==> src/design/mcf_defines.svh <==
// offsets, field positions, reset values and widths of the fifo flag block
`ifndef MCF_DEFINES_SVH
`define MCF_DEFINES_SVH

// register port
`define MCF_ADDR_W            18
`define MCF_DATA_W            8
`define MCF_OFS_THRESH        18'h30b00
`define MCF_OFS_ERR_EN        18'h30b01
`define MCF_OFS_ERR_STS       18'h30b08
`define MCF_UNMAPPED_DATA     8'h00

// reset values
`define MCF_THRESH_RST        8'h00
`define MCF_ERR_EN_RST        8'h00
`define MCF_ERR_STS_RST       8'h00

// threshold register fields
`define MCF_WR_LEVEL_LSB      0
`define MCF_WR_LEVEL_MSB      3
`define MCF_RD_LEVEL_LSB      4
`define MCF_RD_LEVEL_MSB      7
`define MCF_LEVEL_W           4

// occupancy counters of the data fifos
`define MCF_COUNT_W           8

// error flag positions, same in enable and status registers
`define MCF_NUM_FLAGS         8
`define MCF_BIT_RD_DATA_UNDER 0
`define MCF_BIT_RD_INSTR_UNDER 1
`define MCF_BIT_WR_DATA_UNDER 2
`define MCF_BIT_WR_INSTR_UNDER 3
`define MCF_BIT_RD_DATA_OVER  4
`define MCF_BIT_RD_INSTR_OVER 5
`define MCF_BIT_WR_DATA_OVER  6
`define MCF_BIT_WR_INSTR_OVER 7

`endif

==> src/design/mcf_pkg.sv <==
// types shared by the fifo flag and interrupt block
package mcf_pkg;
   typedef logic [7:0]  mcf_byte_t;
   typedef logic [17:0] mcf_addr_t;
   typedef logic [3:0]  mcf_level_t;
   typedef logic [7:0]  mcf_count_t;
endpackage

==> src/design/mcf_fifo_flags.sv <==
// fifo threshold flags, error status and shared error interrupt of the memory controller
//
// Operation
// write fifo nearly full when free slots are at or below the low threshold field
// read fifo nearly empty when filled slots are at or below the high field
// enable bit 0 gates read data underrun flag and its interrupt share
// enable bit 1 gates read instruction underrun flag and its interrupt share
// enable bit 2 gates write data underrun flag and its interrupt share
// enable bit 3 gates write instruction underrun flag and its interrupt share
// enable bit 4 gates read data overrun flag; that overrun should never occur
// enable bit 5 gates read instruction overrun flag and its interrupt share
// enable bit 6 gates write data overrun flag and its interrupt share
// enable bit 7 gates write instruction overrun flag and its interrupt share
// all eight underrun and overrun flags share one interrupt output
// read-only status register shows the eight flags in enable bit order
// interrupt high while any enabled flag is set, low otherwise
// both control registers reset to zero
`timescale 1ns/1ns
`include "mcf_defines.svh"
module mcf_fifo_flags
(
   input  wire logic               clk,
   input  wire logic               rst_n,
   // register port
   input  wire mcf_pkg::mcf_addr_t reg_addr,
   input  wire mcf_pkg::mcf_byte_t reg_wdata,
   input  wire logic               reg_wr,
   input  wire logic               reg_rd,
   output mcf_pkg::mcf_byte_t      reg_rdata,
   output logic                    reg_rvalid,
   // occupancy of the data fifos
   input  wire mcf_pkg::mcf_count_t wr_data_free_slots,
   input  wire mcf_pkg::mcf_count_t rd_data_filled_slots,
   // error event pulses from the four fifos
   input  wire logic               rd_data_under_evt,
   input  wire logic               rd_instr_under_evt,
   input  wire logic               wr_data_under_evt,
   input  wire logic               wr_instr_under_evt,
   input  wire logic               rd_data_over_evt,
   input  wire logic               rd_instr_over_evt,
   input  wire logic               wr_data_over_evt,
   input  wire logic               wr_instr_over_evt,
   // flag outputs
   output logic                    write_fifo_nearly_full,
   output logic                    read_fifo_nearly_empty,
   output logic                    fifo_error_irq
);
   // control and status storage
   mcf_pkg::mcf_byte_t  thresh_reg;
   mcf_pkg::mcf_byte_t  thresh_next;
   mcf_pkg::mcf_byte_t  err_en_reg;
   mcf_pkg::mcf_byte_t  err_en_next;
   mcf_pkg::mcf_byte_t  rdata_reg;
   mcf_pkg::mcf_byte_t  rdata_next;
   logic                rvalid_reg;
   logic                wfull_reg;
   logic                rempty_reg;
   logic                irq_reg;

   // decoded fields and names
   mcf_pkg::mcf_level_t write_fifo_full_level;
   mcf_pkg::mcf_level_t read_fifo_empty_level;
   mcf_pkg::mcf_byte_t  err_events;
   mcf_pkg::mcf_byte_t  err_flags;
   logic                rd_data_under_en;
   logic                rd_instr_under_en;
   logic                wr_data_under_en;
   logic                wr_instr_under_en;
   logic                rd_data_over_en;
   logic                rd_instr_over_en;
   logic                wr_data_over_en;
   logic                wr_instr_over_en;
   logic                rd_data_under_flag;
   logic                rd_instr_under_flag;
   logic                wr_data_under_flag;
   logic                wr_instr_under_flag;
   logic                rd_data_over_flag;
   logic                rd_instr_over_flag;
   logic                wr_data_over_flag;
   logic                wr_instr_over_flag;

   // address decode
   logic                hit_thresh;
   logic                hit_err_en;
   logic                hit_err_sts;
   logic                sts_clear;
   logic                wfull_next;
   logic                rempty_next;
   logic                irq_next;

   function automatic logic addr_is(input mcf_pkg::mcf_addr_t a,
                                    input mcf_pkg::mcf_addr_t ofs);
      addr_is = (a == ofs);
   endfunction

   assign hit_thresh  = addr_is(reg_addr, `MCF_OFS_THRESH);
   assign hit_err_en  = addr_is(reg_addr, `MCF_OFS_ERR_EN);
   assign hit_err_sts = addr_is(reg_addr, `MCF_OFS_ERR_STS);

   // writes to the status register or unmapped offsets are ignored
   assign thresh_next = (reg_wr && hit_thresh) ? reg_wdata : thresh_reg;
   assign err_en_next = (reg_wr && hit_err_en) ? reg_wdata : err_en_reg;

   // control registers
   always_ff @(posedge clk)
   begin
      if (!rst_n)
      begin
         thresh_reg <= `MCF_THRESH_RST;
         err_en_reg <= `MCF_ERR_EN_RST;
      end
      else
      begin
         thresh_reg <= thresh_next;
         err_en_reg <= err_en_next;
      end
   end

   // threshold fields
   assign write_fifo_full_level = thresh_reg[`MCF_WR_LEVEL_MSB:`MCF_WR_LEVEL_LSB];
   assign read_fifo_empty_level = thresh_reg[`MCF_RD_LEVEL_MSB:`MCF_RD_LEVEL_LSB];

   // compare widened thresholds so counts above 15 never alias
   assign wfull_next  = (wr_data_free_slots <=
                         {{(`MCF_COUNT_W-`MCF_LEVEL_W){1'b0}}, write_fifo_full_level});
   assign rempty_next = (rd_data_filled_slots <=
                         {{(`MCF_COUNT_W-`MCF_LEVEL_W){1'b0}}, read_fifo_empty_level});

   // enable bits
   assign rd_data_under_en  = err_en_reg[`MCF_BIT_RD_DATA_UNDER];
   assign rd_instr_under_en = err_en_reg[`MCF_BIT_RD_INSTR_UNDER];
   assign wr_data_under_en  = err_en_reg[`MCF_BIT_WR_DATA_UNDER];
   assign wr_instr_under_en = err_en_reg[`MCF_BIT_WR_INSTR_UNDER];
   assign rd_data_over_en   = err_en_reg[`MCF_BIT_RD_DATA_OVER];
   assign rd_instr_over_en  = err_en_reg[`MCF_BIT_RD_INSTR_OVER];
   assign wr_data_over_en   = err_en_reg[`MCF_BIT_WR_DATA_OVER];
   assign wr_instr_over_en  = err_en_reg[`MCF_BIT_WR_INSTR_OVER];

   // event vector in status bit order
   assign err_events[`MCF_BIT_RD_DATA_UNDER]  = rd_data_under_evt;
   assign err_events[`MCF_BIT_RD_INSTR_UNDER] = rd_instr_under_evt;
   assign err_events[`MCF_BIT_WR_DATA_UNDER]  = wr_data_under_evt;
   assign err_events[`MCF_BIT_WR_INSTR_UNDER] = wr_instr_under_evt;
   // read data overrun is not expected in operation but is still reported
   assign err_events[`MCF_BIT_RD_DATA_OVER]   = rd_data_over_evt;
   assign err_events[`MCF_BIT_RD_INSTR_OVER]  = rd_instr_over_evt;
   assign err_events[`MCF_BIT_WR_DATA_OVER]   = wr_data_over_evt;
   assign err_events[`MCF_BIT_WR_INSTR_OVER]  = wr_instr_over_evt;

   // a status read clears the flags it returned
   assign sts_clear = reg_rd && hit_err_sts;

   genvar gi;
   generate
      for (gi = 0; gi < `MCF_NUM_FLAGS; gi++)
      begin : g_flag
         mcf_flag_cell u_cell
         (
            .clk      (clk),
            .rst_n    (rst_n),
            .event_in (err_events[gi]),
            .enable   (err_en_reg[gi]),
            .clear    (sts_clear),
            .flag     (err_flags[gi])
         );
      end
   endgenerate

   assign rd_data_under_flag  = err_flags[`MCF_BIT_RD_DATA_UNDER];
   assign rd_instr_under_flag = err_flags[`MCF_BIT_RD_INSTR_UNDER];
   assign wr_data_under_flag  = err_flags[`MCF_BIT_WR_DATA_UNDER];
   assign wr_instr_under_flag = err_flags[`MCF_BIT_WR_INSTR_UNDER];
   assign rd_data_over_flag   = err_flags[`MCF_BIT_RD_DATA_OVER];
   assign rd_instr_over_flag  = err_flags[`MCF_BIT_RD_INSTR_OVER];
   assign wr_data_over_flag   = err_flags[`MCF_BIT_WR_DATA_OVER];
   assign wr_instr_over_flag  = err_flags[`MCF_BIT_WR_INSTR_OVER];

   // one shared line; the enable term also masks the flag itself
   assign irq_next = (rd_data_under_flag  & rd_data_under_en)  |
                     (rd_instr_under_flag & rd_instr_under_en) |
                     (wr_data_under_flag  & wr_data_under_en)  |
                     (wr_instr_under_flag & wr_instr_under_en) |
                     (rd_data_over_flag   & rd_data_over_en)   |
                     (rd_instr_over_flag  & rd_instr_over_en)  |
                     (wr_data_over_flag   & wr_data_over_en)   |
                     (wr_instr_over_flag  & wr_instr_over_en);

   // read mux; unmapped offsets return zero
   assign rdata_next = !reg_rd     ? rdata_reg :
                       hit_thresh  ? thresh_reg :
                       hit_err_en  ? err_en_reg :
                       hit_err_sts ? err_flags :
                       `MCF_UNMAPPED_DATA;

   // flag outputs are registered so the fifo logic sees glitch-free levels
   always_ff @(posedge clk)
   begin
      if (!rst_n)
      begin
         wfull_reg  <= 1'b0;
         rempty_reg <= 1'b0;
         irq_reg    <= 1'b0;
         rdata_reg  <= `MCF_ERR_STS_RST;
         rvalid_reg <= 1'b0;
      end
      else
      begin
         wfull_reg  <= wfull_next;
         rempty_reg <= rempty_next;
         irq_reg    <= irq_next;
         rdata_reg  <= rdata_next;
         rvalid_reg <= reg_rd;
      end
   end

   assign write_fifo_nearly_full = wfull_reg;
   assign read_fifo_nearly_empty = rempty_reg;
   assign fifo_error_irq         = irq_reg;
   assign reg_rdata              = rdata_reg;
   assign reg_rvalid             = rvalid_reg;
endmodule

==> src/design/mcf_flag_cell.sv <==
// one enable-gated sticky error flag with clear on status read
`timescale 1ns/1ns
module mcf_flag_cell
(
   input  wire logic clk,
   input  wire logic rst_n,
   input  wire logic event_in,
   input  wire logic enable,
   input  wire logic clear,
   output logic      flag
);
   logic flag_reg;
   logic flag_next;

   // a new event in the clearing cycle keeps the flag set; disabling drops it
   assign flag_next = enable & (event_in | (flag_reg & ~clear));

   always_ff @(posedge clk)
   begin
      if (!rst_n)
         flag_reg <= 1'b0;
      else
         flag_reg <= flag_next;
   end

   assign flag = flag_reg;
endmodule

==> config.mk <==
export PLATFORM = sky130hd
export DESIGN_NAME = mcf_fifo_flags
export DESIGN_NICKNAME = d
export VERILOG_FILES = /design/src/design/mcf_pkg.sv /design/src/design/mcf_fifo_flags.sv /design/src/design/mcf_flag_cell.sv
export VERILOG_INCLUDE_DIRS = /design/src /design/src/design
export SDC_FILE = /design/constraint.sdc
export NUM_CORES = 1
export LEC_CHECK = 0
export ABC_AREA = 1
export BUFFER_PORTS_ARGS = -buffer_cell sky130_fd_sc_hd__buf_4
export CAP_MARGIN = 10
export CELL_PAD_IN_SITES_DETAIL_PLACEMENT = 2
export CELL_PAD_IN_SITES_GLOBAL_PLACEMENT = 2
export CORE_MARGIN = 5
export CORE_UTILIZATION = 27
export DETAILED_ROUTE_END_ITERATION = 10
export PLACE_DENSITY = 0.8
export SETUP_SLACK_MARGIN = 0.1
export SYNTH_ARGS = -nofsm -noshare
export SYNTH_HDL_FRONTEND = slang
export SYNTH_SLANG_ARGS = --single-unit
==> constraint.sdc <==
create_clock -name clk -period 1.5 [get_ports clk]
set_input_delay 0.15 -clock clk [delete_from_list [all_inputs] [get_ports clk]]
set_output_delay 0.15 -clock clk [all_outputs]
set_load 0.02 [all_outputs]
Word-level counts from Yosys, hierarchy flattened
Index checks and enable logic that the tools add are counted.
W data, S select, Z words.
{"block": "totals", "rom_bits": 0, "register_bits": 36, "ram_bits": 0, "inputBits": 54, "wordCells": 66, "output_inout_bits": 12, "memories": 0, "latch_bits": 0}
{"block": "op_classes", "n_reduce_logical": 3, "order_cmp": 2, "shifts": 0, "eq_ne": 3, "mux": 3, "n_bitwise": 40, "n_mul": 0, "div_mod_pow": 0, "n_addsub": 0}
{"operator": "$eq A18 B18 Y1 const B", "count": 3}
{"operator": "$and A1 B1 Y1", "count": 24}
{"operator": "$mux W8", "count": 3}
{"operator": "$le A8 B4 Y1", "count": 2}
{"operator": "$or A1 B1 Y1", "count": 15}
{"operator": "$logic_and A1 B1 Y1", "count": 3}
{"operator": "$not A1 Y1", "count": 1}

Logic depth before layout (Yosys ltp)
Gate-level depths: netlist (run 1).
{"block": "depth", "word_depth": 8, "ltp_mapped": 8, "ltp_nobuf": 8}

Cells and area by module
A second synthesis (run 1) with hierarchy kept.
{"block": "hier_totals", "cells_unflattened": 268, "hier_area_um2": 1958.1}
{"module": "mcf_fifo_flags", "seq_area_each_um2": 560.5, "area_per_inst_um2": 1607.8, "cells_per_inst": 220, "n_inst": 1}
{"module": "mcf_flag_cell", "seq_area_each_um2": 20.0, "area_per_inst_um2": 43.8, "cells_per_inst": 6, "n_inst": 8}

Least setup slack after synthesis (run 1)
No wires, ideal clock.
{"block": "synth_path", "path_kind": "input to register", "start": "in reg_addr[13]", "end": "reg err_en_reg[5]", "path_stages": 7, "path_buffers": 1, "setup_ps": 116, "required_ps": 1384, "setup_slack_ps": 390, "arrival_ps": 994, "cell_sequence": "nor2_1 -> nand2_2 -> nor2_8 -> nand4_4 -> buf_6 -> o21ai_1 -> a21oi_1"}
{"block": "synth_via", "elab_chain_cells": 2}
{"element": "start, declared", "line": "mcf_fifo_flags.sv:25", "source": "input wire mcf_pkg::mcf_addr_t reg_addr,"}
{"element": "$eq A18 B18 Y1", "line": "mcf_fifo_flags.sv:93", "source": "addr_is = (a == ofs);"}
{"element": "$logic_and A1 B1 Y1", "line": "mcf_fifo_flags.sv:102", "source": "assign err_en_next = (reg_wr && hit_err_en) ? reg_wdata : err_en_reg;"}
{"element": "end signal, assigned", "line": "mcf_fifo_flags.sv:110", "source": "err_en_reg <= `MCF_ERR_EN_RST;"}
{"element": "end signal, assigned", "line": "mcf_fifo_flags.sv:115", "source": "err_en_reg <= err_en_next;"}
{"element": "end, declared", "line": "mcf_fifo_flags.sv:51", "source": "mcf_pkg::mcf_byte_t err_en_reg;"}
No other way between the ends.
A chain may end at the register's enable or synchronous reset.

Worst setup path after layout (run 1)
{"block": "layout_path", "start": "reg thresh_reg[3]", "end": "reg wfull_reg (netlist: write_fifo_nearly_full)"}
{"block": "layout_via", "elab_chain_cells": 1}
{"element": "start, declared", "line": "mcf_fifo_flags.sv:49", "source": "mcf_pkg::mcf_byte_t thresh_reg;"}
{"element": "start signal, assigned", "line": "mcf_fifo_flags.sv:109", "source": "thresh_reg <= `MCF_THRESH_RST;"}
{"element": "start signal, assigned", "line": "mcf_fifo_flags.sv:114", "source": "thresh_reg <= thresh_next;"}
{"element": "$le A8 B4 Y1", "line": "mcf_fifo_flags.sv:124", "source": "assign wfull_next = (wr_data_free_slots <="}
{"element": "end signal, assigned", "line": "mcf_fifo_flags.sv:208", "source": "wfull_reg <= wfull_next;"}
{"element": "end, declared", "line": "mcf_fifo_flags.sv:56", "source": "logic wfull_reg;"}
No other way between the ends.

==> results.py, run 1 <==
metrics = {
    "drt": {
        "route.detailed.wl_per_inst_um": 15.6,
        "finalWirelength_um": 6350,
        "detail_route.vias_per_cell": 4.84,
        "via_count": 1971,
        "ant_nets": 0,
        "detail_route.drc_violations": 0,
        "drt_iter0_drc": 90,
        "drt_pre_antenna_iters": 4,
    },
    "cells_and_area": {
        "synthToLayoutAreaGrowth_pct": 36.0,
        "layout_commonest_cell": "sky130_fd_sc_hd__buf_4",
        "postLayoutCoreUtil_pct": 38.0,
        "layout.cells.most_common_list": "68 x sky130_fd_sc_hd__buf_4, 43 x sky130_fd_sc_hd__nand2_1, 36 x sky130_fd_sc_hd__dfxtp_1",
        "insertedDiodeCount": 0,
        "final_net_count": 372,
        "multi_input_area_um2": 1030,
        "ff_latch_area_um2": 721,
        "layout_cells_sized_above_1_pct": 32.5,
        "final.fill_count": 825,
    },
    "power_and_ir_drop": {
        "ir_worst_vdd_mv": 0.382,
        "power_density_nw_per_um2": 746,
        "total_leakage_power_uw": 0.00108,
    },
    "min_path": {
        "hold_path.startpoint": "rd_data_filled_slots[7]",
        "worst_min_path_class": "in -> reg",
        "hold_path_depth": 4,
        "hold_worst_path_end": "read_fifo_nearly_empty",
    },
    "grt": {
        "grt_first_pass_wirelength_um": 10600,
        "first_global_vias": 2188,
        "grt.total_usage_pct": 15.5,
        "globalRouteOverflowTotal": 0,
        "grt_start_max_net_pins": 27,
        "grt_antenna_before_repair": 0,
    },
    "clock_tree": {
        "cts_tree": "yes",
        "cts_hold_repair.buffers": 0,
        "root_buffer": "sky130_fd_sc_hd__clkbuf_8",
        "postCtsResizedCells": 0,
        "postCtsSetupRepairBufs": 0,
        "tritoncts.num_buffers": 5,
        "ctsLongestPathBuffers": 2,
        "htree_num_levels": 2,
        "cts.clk_slew.worst_paths_ns": 0.08,
        "cts.sink_count": 36,
        "clk_latency_ns": 0.29,
    },
    "sta": {
        "fmaxAchievable_mhz": 829,
        "max_slew_margin_pct": 76.8,
        "setup-violations-final": 0,
        "final_hold_viol_count": 0,
        "timing.final.crit_period_ns": 1.21,
        "final_worst_clock_skew_ns": 0.00819,
        "final_max_slew_viol_count": 0,
        "grt_setup_unrepaired": "false",
        "final.period_utilization_pct": 80.5,
        "setup_total_negative_slack_ns": 0,
        "worst_pin_slew_ns": 0.347,
    },
    "synth": {
        "synth_cell_types": 27,
        "yosys.area.top_type_share_pct": 37.7,
        "yosys_register_bits": 36,
        "synth_top_cell_by_area": "sky130_fd_sc_hd__dfxtp_1",
        "avgSynthCellArea_um2": 7.86,
        "synth.cell_area_um2": 1910,
        "synth_top_cells_by_area": "sky130_fd_sc_hd__dfxtp_1 38%, sky130_fd_sc_hd__nand4_1 8.5%, sky130_fd_sc_hd__nand2_1 8.4%",
        "synth_warnings": 0,
        "post_synthesis_instance_total": 243,
        "yosysSeqAreaShare_pct": 37.7,
        "synth.net_count": 305,
    },
    "floorplanning": {
        "dieHeight_um": 94.1,
        "number_of_core_rows": 30,
        "die_width_um": 94.1,
        "floorplan.core_area_um2": 6830,
        "initial_core_util_pct": 28.0,
        "dieArea_um2": 8860,
        "ioPinCount": 66,
    },
    "setup_path": {
        "critPathKind": "reg -> reg",
        "max_fanout_on_critical_path": 3,
        "worstSetupStartpointType": "register",
        "r2r-end": "write_fifo_nearly_full",
        "ff2ff_setup_slack_ns": 0.29,
        "crit-reg2reg-launch": "thresh_reg[3]",
        "ff2ff_path_depth": 5,
        "worstPathArrival_ns": 1.43,
        "endpoint_kind": "register",
        "critical_path_required_ns": 1.73,
    },
    "outcome": {
        "status": "finished clean",
    },
    "placement": {
        "dp.final_hpwl_um": 5120,
        "numPortBuffers": 65,
        "gp_congestion": 0.818,
    },
    "run": {
        "max_cap_violations": 0,
    },
}
routing by layer:
layer | part of all wire [%] | wire length (um) | vias to the layer above | track usage, %
met4 | 1.5 | 97 | 0 | 4.57
li1 | - | - | 976 | -
met3 | 4.8 | 302 | 8 | 4.33
met2 | 50 | 3160 | 43 | 26.7
met1 | 44 | 2780 | 944 | 18.7
met5 | 0 | 0 | - | 0
worst max-delay path, stage by stage, from the launching register on:
cell,delay (ns)
sky130_fd_sc_hd__dfxtp_1,0.41
sky130_fd_sc_hd__inv_1,0.06
sky130_fd_sc_hd__ha_1,0.31
sky130_fd_sc_hd__a21oi_1,0.13
sky130_fd_sc_hd__o21ai_0,0.10
sky130_fd_sc_hd__a21oi_1,0.13
Yosys cell counts, drive strengths merged:
library cell   n
nand2         46
a21oi         39
dfxtp         36
nand4         30
inv           24
nor2          16
nand3         11
o21ai         10
nor3           9
ha             8
buf            5
clkbuf         4
clkinv         3
a221oi         2
logic make-up after synthesis:
family          Yosys count  share of synthesized area (%)
compound gates           51                           15.3
fa+ha+maj                 8                           5.24
buf+inv                  36                           8.58
flops                    36                           37.7
simple gates            112                           33.1
how the worst max path moves through the flow:
stage / startpoint / endpoint / cells past startpoint
floorplan: reg_addr[13] / err_en_reg[5] / 7
finish: thresh_reg[3] / write_fifo_nearly_full / 5
global placement: reg_addr[13] / reg_rdata[4] / 9
detailed placement: reg_addr[13] / reg_rdata[0] / 9
CTS: thresh_reg[3] / write_fifo_nearly_full / 5
global route: thresh_reg[3] / write_fifo_nearly_full / 5
where the power goes:
group          switching (uW)  leakage (uW)  internal, uW  total [uW]
combinational             111      0.000745           123         235
clock                     374     0.0000445           374         747
sequential              0.420      0.000290           956         957
total                     485       0.00108          1450        1940
cell type report:
type                            count  share of cell area (%)
Tap cell                           96                    4.62
Inverter                           27                    4.09
Timing Repair Buffer               69                    20.4
Clock inverter                      1                   0.289
Sequential cell                    36                    27.7
Multi-Input combinational cell    171                    39.5
Clock buffer                        7                    3.32
metrics by stage:
| step | setup slack, ns | area (um^2) | hold slack (ns) | cells | total power, uW |
|---|---|---|---|---|---|
| after detailed placement | 0.0429 | 2500 | 0.409 | 399 | 1220 |
| after global placement | 0.0942 | 2500 | 0.401 | 399 | 1210 |
| after CTS | 0.254 | 2600 | 0.0894 | 407 | 1960 |
| after floorplan | 0.390 | 1910 | 0.291 | 243 | 1070 |
| final | 0.293 | 2600 | 0.0916 | 407 | 1940 |
| after global routing | 0.123 | 2600 | 0.105 | 407 | 2030 |
Note: power is estimated with default switching activity, not from simulation.
==> run 2, diff against run 1 <==
CORE_UTILIZATION = 25   (was 27)
PLACE_DENSITY = 0.78   (was 0.8)
clock period = 1.1 ns   (was 1.5 ns; I/O delays follow)
==> results.py, run 2 (synthesis gave the netlist of run 1 again) <==
metrics = {
    "floorplanning": {
        "dieArea_um2": 9490,
        "number_of_core_rows": 31,
        "initial_core_util_pct": 26.1,
        "dieHeight_um": 97.4,
        "die_width_um": 97.4,
        "floorplan.core_area_um2": 7330,
        "ioPinCount": 66,
    },
    "clock_tree": {
        "cts_hold_repair.buffers": 0,
        "cts.clk_slew.worst_paths_ns": 0.08,
        "root_buffer": "sky130_fd_sc_hd__clkbuf_8",
        "cts_tree": "yes",
        "clk_latency_ns": 0.31,
        "ctsLongestPathBuffers": 2,
        "cts.sink_count": 36,
        "tritoncts.num_buffers": 5,
        "htree_num_levels": 2,
    },
    "power_and_ir_drop": {
        "ir_worst_vdd_mv": 0.389,
        "total_leakage_power_uw": 0.00132,
        "power_density_nw_per_um2": 858,
    },
    "sta": {
        "max_slew_margin_pct": 69.3,
        "setup-violations-final": 0,
        "fmaxAchievable_mhz": 925,
        "grt_setup_unrepaired": "true",
        "final_max_slew_viol_count": 0,
        "final_worst_clock_skew_ns": 0.0104,
        "timing.final.crit_period_ns": 1.08,
        "final.period_utilization_pct": 98.3,
        "final_hold_viol_count": 0,
        "worst_pin_slew_ns": 0.458,
        "setup_total_negative_slack_ns": 0,
    },
    "cells_and_area": {
        "layout_commonest_cell": "sky130_fd_sc_hd__buf_4",
        "multi_input_area_um2": 1350,
        "layout.cells.most_common_list": "71 x sky130_fd_sc_hd__buf_4, 31 x sky130_fd_sc_hd__nand2_1, 29 x sky130_fd_sc_hd__dfxtp_1",
        "final.fill_count": 820,
        "synthToLayoutAreaGrowth_pct": 70.0,
        "finalInstanceArea_um2": 3250,
        "layout_cells_sized_above_1_pct": 56.0,
        "final_net_count": 397,
        "insertedDiodeCount": 0,
        "ff_latch_area_um2": 729,
        "postLayoutCoreUtil_pct": 44.3,
    },
    "drt": {
        "via_count": 2172,
        "drt_pre_antenna_iters": 4,
        "route.detailed.wl_per_inst_um": 19.5,
        "ant_nets": 0,
        "detail_route.vias_per_cell": 4.99,
        "drt_iter0_drc": 87,
        "detail_route.drc_violations": 0,
        "finalWirelength_um": 8480,
    },
    "placement": {
        "dp.final_hpwl_um": 5500,
        "numPortBuffers": 65,
        "gp_congestion": 0.789,
        "post_dp_cell_area_um2": 2730,
    },
    "min_path": {
        "hold_worst_path_end": "write_fifo_nearly_full",
        "hold_path.startpoint": "wr_data_free_slots[7]",
        "worst_min_path_class": "in -> reg",
        "hold_path_depth": 4,
    },
    "grt": {
        "globalRouteOverflowTotal": 0,
        "grt_first_pass_wirelength_um": 11800,
        "grt_antenna_before_repair": 0,
        "grt.total_usage_pct": 15.6,
        "first_global_vias": 2353,
        "grt_start_max_net_pins": 26,
    },
    "setup_path": {
        "ff2ff_path_depth": 4,
        "critPathKind": "in -> reg",
        "max_fanout_on_critical_path": 8,
        "ff2ff_setup_slack_ns": 0.07,
        "worstPathArrival_ns": 1.32,
        "critical_path_required_ns": 1.34,
        "r2r-end": "reg_rdata[0]",
        "worstSetupStartpointType": "input pin",
        "crit-reg2reg-launch": "g_flag[0].u_cell.flag",
        "endpoint_kind": "register",
    },
    "run": {
        "max_cap_violations": 0,
    },
    "outcome": {
        "status": "finished clean",
    },
}
==> run 2: changes by cell type in the layout (fill, tap and decap cells not counted), moves of 12 or more <==
cell	change
sky130_fd_sc_hd__a21oi_1	-16
sky130_fd_sc_hd__buf_6	+15
sky130_fd_sc_hd__a21oi_2	+14
sky130_fd_sc_hd__nand2_1	-12
==> run 2: how the worst max path moves through the flow <==
stage	start	endpoint	cells past startpoint
4_1_cts	thresh_reg[4]	read_fifo_nearly_empty	5
3_3_place_gp	reg_addr[10]	reg_rdata[3]	9
2_1_floorplan	reg_addr[10]	err_en_reg[5]	7
5_1_grt	reg_addr[10]	reg_rdata[7]	9
6_report	reg_addr[1]	reg_rdata[0]	9
3_5_place_dp	reg_addr[5]	err_en_reg[0]	7
==> run 2: worst max-delay path: stages <==
cell	delay (ns)
sky130_fd_sc_hd__buf_4	0.12
sky130_fd_sc_hd__nor2_2	0.13
sky130_fd_sc_hd__nand3_1	0.13
sky130_fd_sc_hd__nor2_4	0.18
sky130_fd_sc_hd__buf_12	0.14
sky130_fd_sc_hd__nand4_1	0.16
sky130_fd_sc_hd__nand3_2	0.15
sky130_fd_sc_hd__nand2_1	0.08
sky130_fd_sc_hd__a21oi_2	0.12
==> run 2: repair_timing <==
item	in CTS	in global routing
setup endpoints to repair	9	31
buffers inserted	5	1
resized for setup	26	58
gates cloned	1	4
pin swaps	5	33
==> run 2: cell type report <==
| type | count | share of cell area, % |
|---|---|---|
| Clock inverter | 1 | 0.231 |
| Clock buffer | 7 | 2.66 |
| Sequential cell | 36 | 22.5 |
| Timing Repair Buffer | 92 | 25.5 |
| Tap cell | 99 | 3.81 |
| Multi-Input combinational cell | 173 | 41.7 |
| Inverter | 27 | 3.70 |
==> run 2: report_power, final <==
group,internal [uW],switching (uW)
Combinational,223,220
Clock,510,530
Sequential,1300,0.702
==> run 2: layer usage <==
metal,part of all wire (%),routed length (um),track usage [%],vias to the layer above
met5,0,0,0,-
met4,1.3,109,3.51,0
met3,3.5,298,3.66,11
met2,55,4700,28.2,47
met1,40,3370,18.5,1081
li1,-,-,-,1033
==> run 2: through the flow <==
step	worst slack, ns	hold WS [ns]	power [uW]	cells
global placement	-0.151	0.362	1690	416
detailed placement	-0.243	0.375	1710	416
CTS	0.0745	0.0519	2750	430
global route	0.0000919	0.0613	2890	435
finish	0.0189	0.0469	2790	435
floorplan	0.0653	0.251	1470	243
==> run 3, diff against run 2 <==
MAX_ROUTING_LAYER = met4   (was unset)
==> results.py, run 3 (synthesis gave the netlist of run 1 again) <==
metrics = {
    "sta": {
        "final_max_slew_viol_count": 0,
        "setup-violations-final": 0,
        "worst_pin_slew_ns": 0.458,
        "final.period_utilization_pct": 99.6,
        "max_slew_margin_pct": 69.4,
        "grt_setup_unrepaired": "true",
        "final_worst_clock_skew_ns": 0.0117,
        "fmaxAchievable_mhz": 913,
        "timing.final.crit_period_ns": 1.10,
        "postLayoutSetupSlackWorst_ns": 0.00444,
        "final_hold_viol_count": 0,
    },
    "drt": {
        "via_count": 2185,
        "detail_route.drc_violations": 0,
        "drt_iter0_drc": 92,
        "ant_nets": 0,
        "finalWirelength_um": 8510,
        "route.detailed.wl_per_inst_um": 19.6,
        "detail_route.vias_per_cell": 5.02,
        "drt_pre_antenna_iters": 4,
    },
    "clock_tree": {
        "cts.clk_slew.worst_paths_ns": 0.08,
        "cts_hold_repair.buffers": 0,
        "root_buffer": "sky130_fd_sc_hd__clkbuf_8",
        "htree_num_levels": 2,
        "cts_tree": "yes",
        "clk_latency_ns": 0.30,
        "ctsLongestPathBuffers": 2,
        "cts.sink_count": 36,
        "tritoncts.num_buffers": 5,
    },
    "grt": {
        "grt_antenna_before_repair": 0,
        "grt.total_usage_pct": 16.0,
        "grt_start_max_net_pins": 26,
        "first_global_vias": 2340,
        "globalRouteOverflowTotal": 0,
        "grt_first_pass_wirelength_um": 11800,
    },
    "power_and_ir_drop": {
        "power_report.internal_total_uw": 2040,
        "power_density_nw_per_um2": 857,
        "ir_worst_vdd_mv": 0.390,
        "switchingPower_uw": 746,
        "total_leakage_power_uw": 0.00132,
        "pwr-share-seq_pct": 46.9,
        "post-layout-total-power_uw": 2780,
        "clockPowerShare_pct": 37.2,
        "power.share.switching_pct": 26.8,
        "comb_power_share_pct": 15.9,
    },
    "cells_and_area": {
        "layout_cells_sized_above_1_pct": 56.0,
        "postLayoutCoreUtil_pct": 44.3,
        "finalInstanceArea_um2": 3250,
        "insertedDiodeCount": 0,
        "synthToLayoutAreaGrowth_pct": 70.0,
        "final_net_count": 397,
        "layout_commonest_cell": "sky130_fd_sc_hd__buf_4",
        "layout.cells.most_common_list": "71 x sky130_fd_sc_hd__buf_4, 31 x sky130_fd_sc_hd__nand2_1, 29 x sky130_fd_sc_hd__dfxtp_1",
    },
    "min_path": {
        "worst_min_path_class": "in -> reg",
    },
    "floorplanning": {
        "initial_core_util_pct": 26.1,
        "number_of_core_rows": 31,
        "die_width_um": 97.4,
        "dieArea_um2": 9490,
        "dieHeight_um": 97.4,
        "floorplan.core_area_um2": 7330,
        "ioPinCount": 66,
    },
    "setup_path": {
        "worstPathCellList": "buf_4, nor2_2, nand3_1, nor2_4, buf_12, nand4_1, nand3_2, nand2_1, a21oi_2",
        "critPathKind": "in -> reg",
        "launch_point_of_the_critical_path": "reg_addr[1]",
        "worst_path_largest_cell_delay_ns": 0.18,
        "crit_slowest_cell": "sky130_fd_sc_hd__nor2_4",
        "ff2ff_path_depth": 4,
        "worstPathArrival_ns": 1.33,
        "worstSetupStartpointType": "input pin",
        "critical_path_required_ns": 1.33,
        "crit-reg2reg-launch": "g_flag[0].u_cell.flag",
        "r2r-end": "reg_rdata[0]",
        "max_fanout_on_critical_path": 8,
        "endpoint_kind": "register",
        "critical_path.endpoint": "reg_rdata[0]",
        "ff2ff_setup_slack_ns": 0.05,
    },
    "run": {
        "max_cap_violations": 0,
    },
    "placement": {
        "dp.final_hpwl_um": 5500,
        "post_dp_cell_area_um2": 2730,
        "gp_congestion": 0.800,
        "dpl_worst_slack_ns": -0.243,
        "numPortBuffers": 65,
    },
    "outcome": {
        "status": "finished clean",
    },
}
-- run 3: cell counts in the layout (fill, tap and decap cells not counted) --
No cell type changed its count.
-- run 3: worst min path at each step --
stage,endpoint,cells after the start,slack [ns],startpoint
after CTS,read_fifo_nearly_empty,4,0.05,rd_data_filled_slots[6]
after detailed placement,write_fifo_nearly_full,4,0.37,wr_data_free_slots[7]
after global routing,write_fifo_nearly_full,4,0.06,wr_data_free_slots[7]
after global placement,read_fifo_nearly_empty,4,0.36,rd_data_filled_slots[7]
after floorplan,read_fifo_nearly_empty,2,0.25,rst_n
final,write_fifo_nearly_full,4,0.05,wr_data_free_slots[7]
-- run 3: worst max-delay path: cells and delay by family --
family	cells	cell delay, ns
AO/OA/AOI/OAI	1	0.12
AND/OR/NAND/NOR	6	0.83
buffers and inverters	2	0.26
-- run 3: routing by layer --
| metal | vias up | routed length, um | GRT usage, % |
|---|---|---|---|
| met3 | 11 | 337 | 3.30 |
| met4 | 0 | 115 | 3.51 |
| met5 | - | 0 | - |
| li1 | 1034 | - | - |
| met2 | 60 | 4710 | 28.2 |
| met1 | 1080 | 3340 | 18.7 |
-- run 3: power groups by stage --
stage          Sequential, uW  Combinational (uW)  Clock [uW]
2_1_floorplan            1340                 130           0
3_3_place_gp             1340                 357           0
3_5_place_dp             1340                 371           0
4_1_cts                  1300                 396        1050
5_1_grt                  1300                 477        1110
6_report                 1300                 443        1040
-- run 3: stage by stage --
| stage | instances | setup TNS, ns | hold WS (ns) |
|---|---|---|---|
| global placement | 416 | -3.82 | 0.362 |
| CTS | 430 | 0 | 0.0519 |
| detailed placement | 416 | -5.41 | 0.375 |
| floorplan | 243 | 0 | 0.251 |
| finish | 435 | 0 | 0.0508 |
| global route | 435 | 0 | 0.0613 |
-- run 3: timing repair --
action,CTS,global route
gates resized for setup,26,58
endpoints found under the setup margin,9,31
buffers inserted,5,1
pin swaps,5,33
gates cloned,1,4
-- run 3: cell type report --
class | count | area [um^2]
Clock buffer | 7 | 86.3
Clock inverter | 1 | 7.51
Fill cell | 820 | 4080
Inverter | 27 | 120
Multi-Input combinational cell | 173 | 1350
Sequential cell | 36 | 729
Tap cell | 99 | 124
Timing Repair Buffer | 92 | 827
